--- src/pkg/microstep_consts.vh ---
// constants of the microstepping translator and current regulator
`ifndef MICROSTEP_CONSTS_VH
`define MICROSTEP_CONSTS_VH
// ----------------------------------------------------------------
// register map (byte addresses)
// ----------------------------------------------------------------
`define REG_OFFTIME    4'h0
`define REG_BLANK      4'h4
`define REG_STATUS     4'h8
// ----------------------------------------------------------------
// translator
// ----------------------------------------------------------------
`define HOME_INDEX     6'h08
`define INC_FULL       6'h10
`define INC_HALF       6'h08
`define INC_QUARTER    6'h04
`define INC_SIXTEENTH  6'h01
// ----------------------------------------------------------------
// decay modes
// ----------------------------------------------------------------
`define DECAY_SLOW     2'h0
`define DECAY_FAST     2'h1
`define DECAY_MIXED    2'h2
// fraction thresholds as percent of full scale
`define PFD_HI_PCT     32'h3C
`define PFD_LO_PCT     32'h15
`define PCT_SCALE      32'h64
`define PFD_FULL       32'hFF
// ----------------------------------------------------------------
// timing defaults in ns
// ----------------------------------------------------------------
`define TOFF_NS        38000
`define BLANK_NS       950
`define CLK_NS         4
`endif

--- src/verilog/microstep_translator_pwm_ctrl.v ---
// translator, two-bridge off-time regulator and wishbone registers
`timescale 1ns/1ps
`include "microstep_consts.vh"

module microstep_translator_pwm_ctrl #(
   parameter TOFF_CYC  = `TOFF_NS / `CLK_NS,                  // off-time default
   parameter BLANK_CYC = (`BLANK_NS + `CLK_NS - 1) / `CLK_NS  // blank default
) (
   input  wire        clk_i,
   input  wire        rst_i,
   // wishbone classic slave
   input  wire        cyc_i,
   input  wire        stb_i,
   input  wire        we_i,
   input  wire [3:0]  adr_i,
   input  wire [3:0]  sel_i,
   input  wire [31:0] dat_i,
   output reg  [31:0] dat_o,
   output reg         ack_o,
   // controller pins
   input  wire        step_i,
   input  wire        dir_i,
   input  wire        resolution_select_lo_i,
   input  wire        resolution_select_hi_i,
   input  wire        reset_n_i,
   input  wire        enable_n_i,
   input  wire        sleep_n_i,
   input  wire        sync_rectify_disable_i,
   input  wire [7:0]  decay_fraction_input_i,
   // supervision inputs
   input  wire        supply_low_lockout_i,
   input  wire        overtemp_i,
   input  wire        pump_rail_low_i,
   input  wire        lowside_gate_rail_fault_i,
   // per-bridge analog feedback
   input  wire [1:0]  trip_i,
   input  wire [1:0]  zero_current_i,
   // outputs
   output reg         home_o,
   output wire        pump_enable_o,
   output reg  [15:0] dac_level_o,
   output reg  [1:0]  polarity_o,
   output reg  [3:0]  decay_mode_o,
   output reg  [1:0]  source_on_o,
   output reg  [1:0]  sink_on_o,
   output reg  [1:0]  rectify_on_o
);

   // ---------------------------------------------------------------
   // functions
   // ---------------------------------------------------------------
   // sine magnitude for k/16 of a quarter turn, full scale 255
   function [7:0] sine_mag;
      input [4:0] k;
      begin
         case (k)
            5'd0:    sine_mag = 8'h00;
            5'd1:    sine_mag = 8'h19;
            5'd2:    sine_mag = 8'h32;
            5'd3:    sine_mag = 8'h4A;
            5'd4:    sine_mag = 8'h62;
            5'd5:    sine_mag = 8'h78;
            5'd6:    sine_mag = 8'h8E;
            5'd7:    sine_mag = 8'hA2;
            5'd8:    sine_mag = 8'hB4;
            5'd9:    sine_mag = 8'hC5;
            5'd10:   sine_mag = 8'hD4;
            5'd11:   sine_mag = 8'hE1;
            5'd12:   sine_mag = 8'hEC;
            5'd13:   sine_mag = 8'hF4;
            5'd14:   sine_mag = 8'hFA;
            5'd15:   sine_mag = 8'hFE;
            default: sine_mag = 8'hFF;
         endcase
      end
   endfunction

   // magnitude of one phase at an index; ph 0 is cosine, 1 sine
   // the sine rises where the cosine falls, so one phase reads
   // the table forwards and the other backwards
   // the sign is handled by phase_pol
   function [7:0] phase_mag;
      input [5:0] idx;
      input       ph;
      reg   [4:0] q;
      begin
         q = {1'b0, idx[3:0]};
         if (idx[4] ^ ph) begin
            phase_mag = sine_mag(q);          // rising quarter
         end else begin
            phase_mag = sine_mag(5'h10 - q);  // falling quarter
         end
      end
   endfunction

   // polarity of one phase at an index, 1 means positive
   function phase_pol;
      input [5:0] idx;
      input       ph;
      begin
         if (ph) begin
            phase_pol = ~idx[5];
         end else begin
            phase_pol = ~(idx[5] ^ idx[4]);
         end
      end
   endfunction

   // ---------------------------------------------------------------
   // input synchronisers
   // ---------------------------------------------------------------
   localparam NSYNC = 19;
   wire [NSYNC-1:0] raw_w;     // unsynchronised pins
   reg  [NSYNC-1:0] meta_q;    // first stage
   reg  [NSYNC-1:0] sync_q;    // second stage
   reg              step_d1_q; // delayed step for edge detect
   assign raw_w = {step_i, dir_i, resolution_select_lo_i,
                   resolution_select_hi_i, reset_n_i, enable_n_i,
                   sleep_n_i, sync_rectify_disable_i, supply_low_lockout_i,
                   overtemp_i, pump_rail_low_i, lowside_gate_rail_fault_i,
                   trip_i, zero_current_i, 3'h0};

   // two flops on every pin before any use
   // all pins share one delay, so direction and resolution
   // reach the edge detector together with the step pin
   // and keep the set-up and hold the controller gave them
   always @(posedge clk_i) begin
      if (rst_i) begin
         meta_q    <= {NSYNC{1'b0}};
         sync_q    <= {NSYNC{1'b0}};
         step_d1_q <= 1'b0;
      end else begin
         meta_q    <= raw_w;
         sync_q    <= meta_q;
         step_d1_q <= sync_q[18];
      end
   end

   // fraction code passes two flops as a word; slow-moving level
   // a torn word lasts one cycle on a filtered pin
   reg [7:0] pfd_meta_q;
   reg [7:0] pfd_q;
   always @(posedge clk_i) begin
      if (rst_i) begin
         pfd_meta_q <= 8'h00;
         pfd_q      <= 8'h00;
      end else begin
         pfd_meta_q <= decay_fraction_input_i;
         pfd_q      <= pfd_meta_q;
      end
   end

   wire       step_s  = sync_q[18];
   wire       dir_s   = sync_q[17];
   wire       ms_lo_s = sync_q[16];
   wire       ms_hi_s = sync_q[15];
   wire       rstn_s  = sync_q[14];
   wire       enn_s   = sync_q[13];
   wire       sleepn_s = sync_q[12];
   wire       srdis_s = sync_q[11];
   wire       supply_low_lockout_s  = sync_q[10];
   wire       fault_s = sync_q[9] | sync_q[8] | sync_q[7];
   wire [1:0] trip_s  = sync_q[6:5];
   wire [1:0] zero_s  = sync_q[4:3];

   // ---------------------------------------------------------------
   // global controls
   // ---------------------------------------------------------------
   // translator forced to Home by pin reset, lockout or sleep
   // the hold also puts the level outputs back to Home values
   wire hold_home = ~rstn_s | supply_low_lockout_s | ~sleepn_s;
   // power stage allowed only when nothing blocks it
   wire pwr_ok = rstn_s & ~enn_s & sleepn_s & ~fault_s & ~supply_low_lockout_s;
   wire step_rise = step_s & ~step_d1_q & ~hold_home;
   assign pump_enable_o = sleepn_s;

   // fraction pin classified into a decay mode
   // code 255 is the logic supply; both limits are strict,
   // so a code on a threshold gives mixed decay
   reg [1:0] pfd_mode;
   always @* begin
      if ({24'h0, pfd_q} * `PCT_SCALE > `PFD_HI_PCT * `PFD_FULL) begin
         pfd_mode = `DECAY_SLOW;
      end else if ({24'h0, pfd_q} * `PCT_SCALE < `PFD_LO_PCT * `PFD_FULL) begin
         pfd_mode = `DECAY_FAST;
      end else begin
         pfd_mode = `DECAY_MIXED;
      end
   end

   // increment picked by the resolution pins at the step edge
   // only step_rise makes use of it, so pins count only there
   reg [5:0] inc;
   always @* begin
      case ({ms_hi_s, ms_lo_s})
         2'b00:   inc = `INC_FULL;
         2'b01:   inc = `INC_HALF;
         2'b10:   inc = `INC_QUARTER;
         default: inc = `INC_SIXTEENTH;
      endcase
   end

   // ---------------------------------------------------------------
   // translator
   // ---------------------------------------------------------------
   reg  [5:0] idx_q;  // sixteenth-step position
   wire [5:0] idx_nx = dir_s ? idx_q + inc : idx_q - inc;

   // position index, wraps modulo 64 by its width
   // a step edge that comes while held at Home is lost,
   // not queued for later
   always @(posedge clk_i) begin
      if (rst_i || hold_home) begin
         idx_q <= `HOME_INDEX;
      end else if (step_rise) begin
         idx_q <= idx_nx;
      end
   end

   // levels, polarities and per-bridge decay modes
   // decay compares the new magnitude with the level still
   // on the output, the one the bridge regulates right now
   always @(posedge clk_i) begin
      if (rst_i || hold_home) begin
         dac_level_o  <= {phase_mag(`HOME_INDEX, 1'b1),
                          phase_mag(`HOME_INDEX, 1'b0)};
         polarity_o   <= {phase_pol(`HOME_INDEX, 1'b1),
                          phase_pol(`HOME_INDEX, 1'b0)};
         decay_mode_o <= {`DECAY_MIXED, `DECAY_MIXED};
      end else if (step_rise) begin
         dac_level_o  <= {phase_mag(idx_nx, 1'b1), phase_mag(idx_nx, 1'b0)};
         polarity_o   <= {phase_pol(idx_nx, 1'b1), phase_pol(idx_nx, 1'b0)};
         // lower level uses the fraction pin, else slow
         decay_mode_o[1:0] <= (phase_mag(idx_nx, 1'b0) < dac_level_o[7:0])
                              ? pfd_mode : `DECAY_SLOW;
         decay_mode_o[3:2] <= (phase_mag(idx_nx, 1'b1) < dac_level_o[15:8])
                              ? pfd_mode : `DECAY_SLOW;
      end
   end

   // home indicator low while the reset pin is held
   // lags the index by one edge; the level outputs move with it
   always @(posedge clk_i) begin
      if (rst_i) begin
         home_o <= 1'b0;
      end else begin
         home_o <= rstn_s & (idx_q == `HOME_INDEX);
      end
   end

   // ---------------------------------------------------------------
   // wishbone registers
   // ---------------------------------------------------------------
   reg  [15:0] offtime_q;  // off-time in clock cycles
   reg  [15:0] blank_q;    // blank time in clock cycles
   wire        req = cyc_i & stb_i & ~ack_o;          // new request
   wire        wr_go = cyc_i & stb_i & we_i & ack_o;  // write lands with ack
   wire [31:0] status_w = {10'h0, fault_s, pwr_ok, decay_mode_o,
                           polarity_o, home_o, 1'b0, idx_q, 6'h0};

   // single wait state answer, write on the ack edge
   // a request taken at one edge is answered at the next;
   // the master still holds address and data there, so the
   // write lands where the master sees ack, which then drops
   always @(posedge clk_i) begin
      if (rst_i) begin
         ack_o     <= 1'b0;
         dat_o     <= 32'h0;
         offtime_q <= TOFF_CYC[15:0];
         blank_q   <= BLANK_CYC[15:0];
      end else begin
         ack_o <= req;
         dat_o <= 32'h0;
         if (wr_go && adr_i == `REG_OFFTIME) begin
            if (sel_i[0]) offtime_q[7:0]  <= dat_i[7:0];
            if (sel_i[1]) offtime_q[15:8] <= dat_i[15:8];
         end
         if (wr_go && adr_i == `REG_BLANK) begin
            if (sel_i[0]) blank_q[7:0]  <= dat_i[7:0];
            if (sel_i[1]) blank_q[15:8] <= dat_i[15:8];
         end
         if (req && !we_i) begin
            case (adr_i)
               `REG_OFFTIME: dat_o <= {16'h0, offtime_q};
               `REG_BLANK:   dat_o <= {16'h0, blank_q};
               `REG_STATUS:  dat_o <= status_w;
               default:      dat_o <= 32'h0;
            endcase
         end
      end
   end

   // ---------------------------------------------------------------
   // per-bridge current regulator
   // ---------------------------------------------------------------
   // a bridge drives until its comparator trips outside
   // blanking, then sits out the off-time with the source open;
   // the sink follows the decay mode, and mixed decay turns
   // from fast to slow as the timer passes the fraction level
   localparam ST_DRIVE = 1'b0;  // diagonal pair on
   localparam ST_OFF   = 1'b1;  // off-time running

   genvar b;
   generate
      for (b = 0; b < 2; b = b + 1) begin : g_bridge
         reg        st_q;     // drive or off
         reg [15:0] off_q;    // off-time remaining
         reg [15:0] blk_q;    // blanking remaining
         reg        zero_q;   // zero current seen this off period
         wire [1:0] mode = decay_mode_o[2*b+1:2*b];
         // timer level above fraction level keeps mixed in fast
         wire [31:0] lvl_l = {16'h0, off_q} * (`PFD_HI_PCT * `PFD_FULL);
         wire [31:0] lvl_r = {24'h0, pfd_q} * `PCT_SCALE * {16'h0, offtime_q};
         wire fast_now = (mode == `DECAY_FAST) ||
                         (mode == `DECAY_MIXED && lvl_l > lvl_r);

         // trip, off-time and blanking sequencing
         // blanking restarts at each switch-on, so diode
         // recovery ringing can not end the drive at once
         always @(posedge clk_i) begin
            if (rst_i || !pwr_ok) begin
               st_q   <= ST_DRIVE;
               off_q  <= 16'h0;
               blk_q  <= blank_q;
               zero_q <= 1'b0;
            end else begin
               case (st_q)
                  ST_DRIVE: begin
                     if (blk_q != 16'h0) begin
                        blk_q <= blk_q - 16'h1;
                     end else if (trip_s[b]) begin
                        st_q   <= ST_OFF;
                        off_q  <= offtime_q;
                        zero_q <= 1'b0;
                     end
                  end
                  ST_OFF: begin
                     if (zero_s[b]) zero_q <= 1'b1;
                     if (off_q <= 16'h1) begin
                        st_q  <= ST_DRIVE;
                        blk_q <= blank_q;
                     end else begin
                        off_q <= off_q - 16'h1;
                     end
                  end
                  default: st_q <= ST_DRIVE;
               endcase
            end
         end

         // switch commands, all off whenever power is blocked
         // registered one edge behind the state: glitch free,
         // at the cost of one cycle of delay
         // the rectifier stays off once zero current is seen,
         // so the winding never conducts backwards
         always @(posedge clk_i) begin
            if (rst_i || !pwr_ok) begin
               source_on_o[b]  <= 1'b0;
               sink_on_o[b]    <= 1'b0;
               rectify_on_o[b] <= 1'b0;
            end else if (st_q == ST_DRIVE) begin
               source_on_o[b]  <= 1'b1;
               sink_on_o[b]    <= 1'b1;
               rectify_on_o[b] <= 1'b0;
            end else begin
               source_on_o[b]  <= 1'b0;
               sink_on_o[b]    <= ~fast_now;
               rectify_on_o[b] <= ~srdis_s & ~zero_q & ~zero_s[b];
            end
         end
      end
   endgenerate

endmodule // microstep_translator_pwm_ctrl

--- config.mk ---
export PLATFORM = sky130hd
export DESIGN_NAME = microstep_translator_pwm_ctrl
export DESIGN_NICKNAME = d
export VERILOG_FILES = /design/src/verilog/microstep_translator_pwm_ctrl.v
export VERILOG_INCLUDE_DIRS = /design/src /design/src/pkg
export SDC_FILE = /design/constraint.sdc
export NUM_CORES = 2
export LEC_CHECK = 0
export BUFFER_PORTS_ARGS = -buffer_cell sky130_fd_sc_hd__buf_2
export CAP_MARGIN = 10
export CORE_MARGIN = 2
export CORE_UTILIZATION = 30
export DETAILED_ROUTE_END_ITERATION = 6
export PLACE_DENSITY = 0.51
export SETUP_SLACK_MARGIN = 0.02
export SLEW_MARGIN = 40
export SYNTH_ARGS = -nofsm -noshare
export SYNTH_HDL_FRONTEND = slang
export SYNTH_SLANG_ARGS = --single-unit
--- constraint.sdc ---
create_clock -name clk_i -period 12.4 [get_ports clk_i]
set_clock_uncertainty 0.05 [all_clocks]
set_input_delay 1.86 -clock clk_i [delete_from_list [all_inputs] [get_ports clk_i]]
set_output_delay 1.86 -clock clk_i [all_outputs]
set_load 0.02 [all_outputs]
==> impl_metrics.csv <==
group,metric,value,unit
logic_synthesis,syn_avg_cell_area,9.190,um2
pwr,swShare,36.96,%
finish,multiInputGateArea,0.01953,mm2
sta,fin_hold_ws,0.3829,ns
clock_network,postCtsSetupRepairBufs,0,
clock_network,cts_made_buffers,26,
pwr,vdd_drop_max,0.08610,mV
critical_path,crit_type,"flip-flop to flip-flop",
clock_network,cts_resized,0,
route,drtPass1Iterations,5,
finish,nFillCells,8962,
logic_synthesis,yosysWarnings,0,
logic_synthesis,synth_edf_count,32,
global_route,grt_usage,16.02,%
finish,nets,3658,
die,initial_core_util,30.32,%
critical_path,r2r-start,"pfd_q[1]",
pwr,p_per_area,82.38,mW/mm2
critical_path,crit_arrival,10.87,ns
hold_path,min_from,"pfd_meta_q[5]",
finish,drive_above_1_share,7.872,%
sta,drv_slew,0,
die,die_w,297.6,um
global_route,grt_max_degree,47,
placement,io_buffers,103,
route,vias_per_cell,4.774,
sta,post-route-period-util,84.21,%
sta,tightest_slew,0.8483,ns
die,core-area,0.08528,mm2
pwr,p_int,1.490,mW
sta,layout_min_cycle_time,10.44,ns
placement,placed_cells,4005,
sta,hold_violations,0,
critical_path,r2r-end,"sink_on_o[0]",
finish,final_cell_mix,"inv_1, ha_1, fa_1, nand2_1",
hold_path,hp-class,"flip-flop to flip-flop",
route,ant_nets,0,
pwr,power_frac_clock,34.0,%
die,chipHeight,297.6,um
global_route,grt_overflow,0,
critical_path,reg2regPathDepth,40,
pwr,seqPwrFrac,29.3,%
critical_path,cpMostUsedCell,"fa_1",
placement,dpl_worst_slack,1.554,ns
clock_network,clkLatencyLatePin,0.57,ns
sta,setup_viol,0,
sta,tns,0,ns
critical_path,worstSetupStartpointType,"flip-flop",
critical_path,crit_fanout,18,
logic_synthesis,ys_dominant_reg_cell,"dfxtp_1",
finish,seq_area,0.004469,mm2
route,drt-initial-drc-count,903,
hold_path,min_path_cells,1,
pwr,power_switching,873.4,uW
pwr,p_leak,14.61,nW
critical_path,regToRegSetupSlack,1.96,ns
die,rows,107,
clock_network,cts_sinks,207,
logic_synthesis,netlist_instances,2814,
route,routed-via-count,19350,
clock_network,h-tree-depth,1,
sta,slew_headroom,42.92,%
global_route,antenna_found_initial,9,
finish,finalNonFillerCells,4054,
logic_synthesis,yosys_register_bits,207,
pwr,combPwrFrac,36.7,%
route,wl_per_cell,17.33,um
clock_network,cts_hold_buf,0,
flow_run,max-cap-violations,0,
logic_synthesis,ys_async_sr_fraction,0,%
critical_path,cp_slowest_cell,"fa_1",
route,wirelength,70.27,mm
die,die_area,0.08856,mm2
die,io_pins,132,
run_status,status,"completed",
logic_synthesis,yosysSeqAreaShare,17.26,%
sta,rsz0062_at_grt,"false",
global_route,grt_pass1_wl,112.9,mm
sta,fin_ws,1.958,ns
clock_network,cts_root_buf,"clkbuf_16",
placement,finalWeightedCongestion,0.8364,
route,drc,0,
finish,syn2layout_area_growth,10.93,%
hold_path,worstHoldEndpoint,"pfd_q[5]",
global_route,grt_pass1_vias,19660,
clock_network,ctsLongestPathBuffers,3,
clock_network,tritoncts,"done",
sta,fmax,0.09577,GHz
clock_network,clk_pin_slew_worst_paths,0.07,ns
finish,layout_commonest_cell,"inv_1",
placement,dp_hpwl,56.76,mm
critical_path,crit_required,12.83,ns
critical_path,slowest_delay,0.54,ns
critical_path,cp-end-kind,"flip-flop",
logic_synthesis,synth_cell_types,83,
logic_synthesis,netlist_area,0.02586,mm2
## sequential cells by signal (all words and copies together) (netlist names), 4 cells and up
name	cells
blank_q	16
dac_level_o	16
dat_o	22
decay_mode_o	4
g_bridge.blk_q	32
g_bridge.off_q	32
idx_q	6
meta_q	16
offtime_q	16
pfd_meta_q	8
pfd_q	8
sync_q	16
## worst max path at each step
stage / startpoint / to / slack [ns] / depth (start not counted)
after global placement: pfd_q[0] / sink_on_o[0] / 1.69 / 34
after floorplan: pfd_q[1] / sink_on_o[0] / 2.16 / 37
after global routing: pfd_q[1] / sink_on_o[0] / 1.34 / 40
final: pfd_q[1] / sink_on_o[0] / 1.96 / 40
after detailed placement: pfd_q[0] / sink_on_o[0] / 1.55 / 39
after CTS: pfd_q[0] / sink_on_o[0] / 1.52 / 39
## area by class of cell
class                      count  area share, %
antenna                        1       0.008723
clock buffer                  34          2.626
clock inverter                14         0.5627
inverter                     402          5.260
multi-input combinational   2108          68.09
sequential                   207          15.58
tap                         1144          4.990
timing repair buffer         144          2.879
## per-layer routing
metal	share of wire, %	GRT usage (%)
met4	1.9	3.102
met3	4.2	1.892
met2	46	26.23
met1	48	22.74
met5	0.12	0
## logic make-up after synthesis
| family | synth area share, % |
|---|---|
| and+or+nand+nor | 14.61 |
| adders and majority gates | 43.14 |
| buffers and inverters | 7.529 |
| AOI/OAI and AO/OA | 11.76 |
| DFF | 17.26 |
| xor gates and xnor gates | 3.934 |
| muxes | 1.751 |
| other | 0.01450 |
## critical path: cells and delay by family (launching register included)
kind / cells / cell delay [ns]
AOI/OAI and AO/OA: 15 / 2.90
and+or+nand+nor: 5 / 0.71
buffers and inverters: 6 / 0.80
adders and majority gates: 12 / 4.94
DFF: 1 / 0.38
xor gates and xnor gates: 2 / 0.55
## synth_stat cells (32+ instances only)
| cell type | number | area share, % |
|---|---|---|
| nand2_1 | 220 | 3.2 |
| a21oi_1 | 170 | 3.3 |
| clkbuf_1 | 92 | 1.3 |
| ha_1 | 386 | 19 |
| xor2_1 | 32 | 1.1 |
| a21o_1 | 32 | 0.93 |
| fa_1 | 314 | 24 |
| dfxtp_1 | 175 | 14 |
| mux2i_1 | 43 | 1.7 |
| edfxtp_1 | 32 | 3.7 |
| xnor2_1 | 79 | 2.7 |
| inv_1 | 402 | 5.8 |
| o21ai_0 | 76 | 1.5 |
| nor2b_1 | 79 | 1.9 |
| and2_1 | 97 | 2.3 |
| nor2_1 | 176 | 2.6 |
## power groups by stage
| stage | registers [mW] | logic, mW | clock network, mW |
|---|---|---|---|
| final | 0.692 | 0.867 | 0.804 |
| after global routing | 0.693 | 0.981 | 0.854 |
| after CTS | 0.692 | 0.870 | 0.824 |
| after detailed placement | 0.707 | 0.864 | 0 |
| after global placement | 0.707 | 0.858 | 0 |
| after floorplan | 0.706 | 0.614 | 0 |
## stage by stage
stage | util, % | total power, mW | area [um2]
2_1_floorplan | - | 1.320 | 25890
3_5_place_dp | 32.54 | 1.571 | 27750
6_report | 33.64 | 2.363 | 28690
4_1_cts | 33.62 | 2.386 | 28670
3_3_place_gp | 32.54 | 1.565 | 27750
5_1_grt | 33.63 | 2.528 | 28680
(Power assumes the default switching activity.)
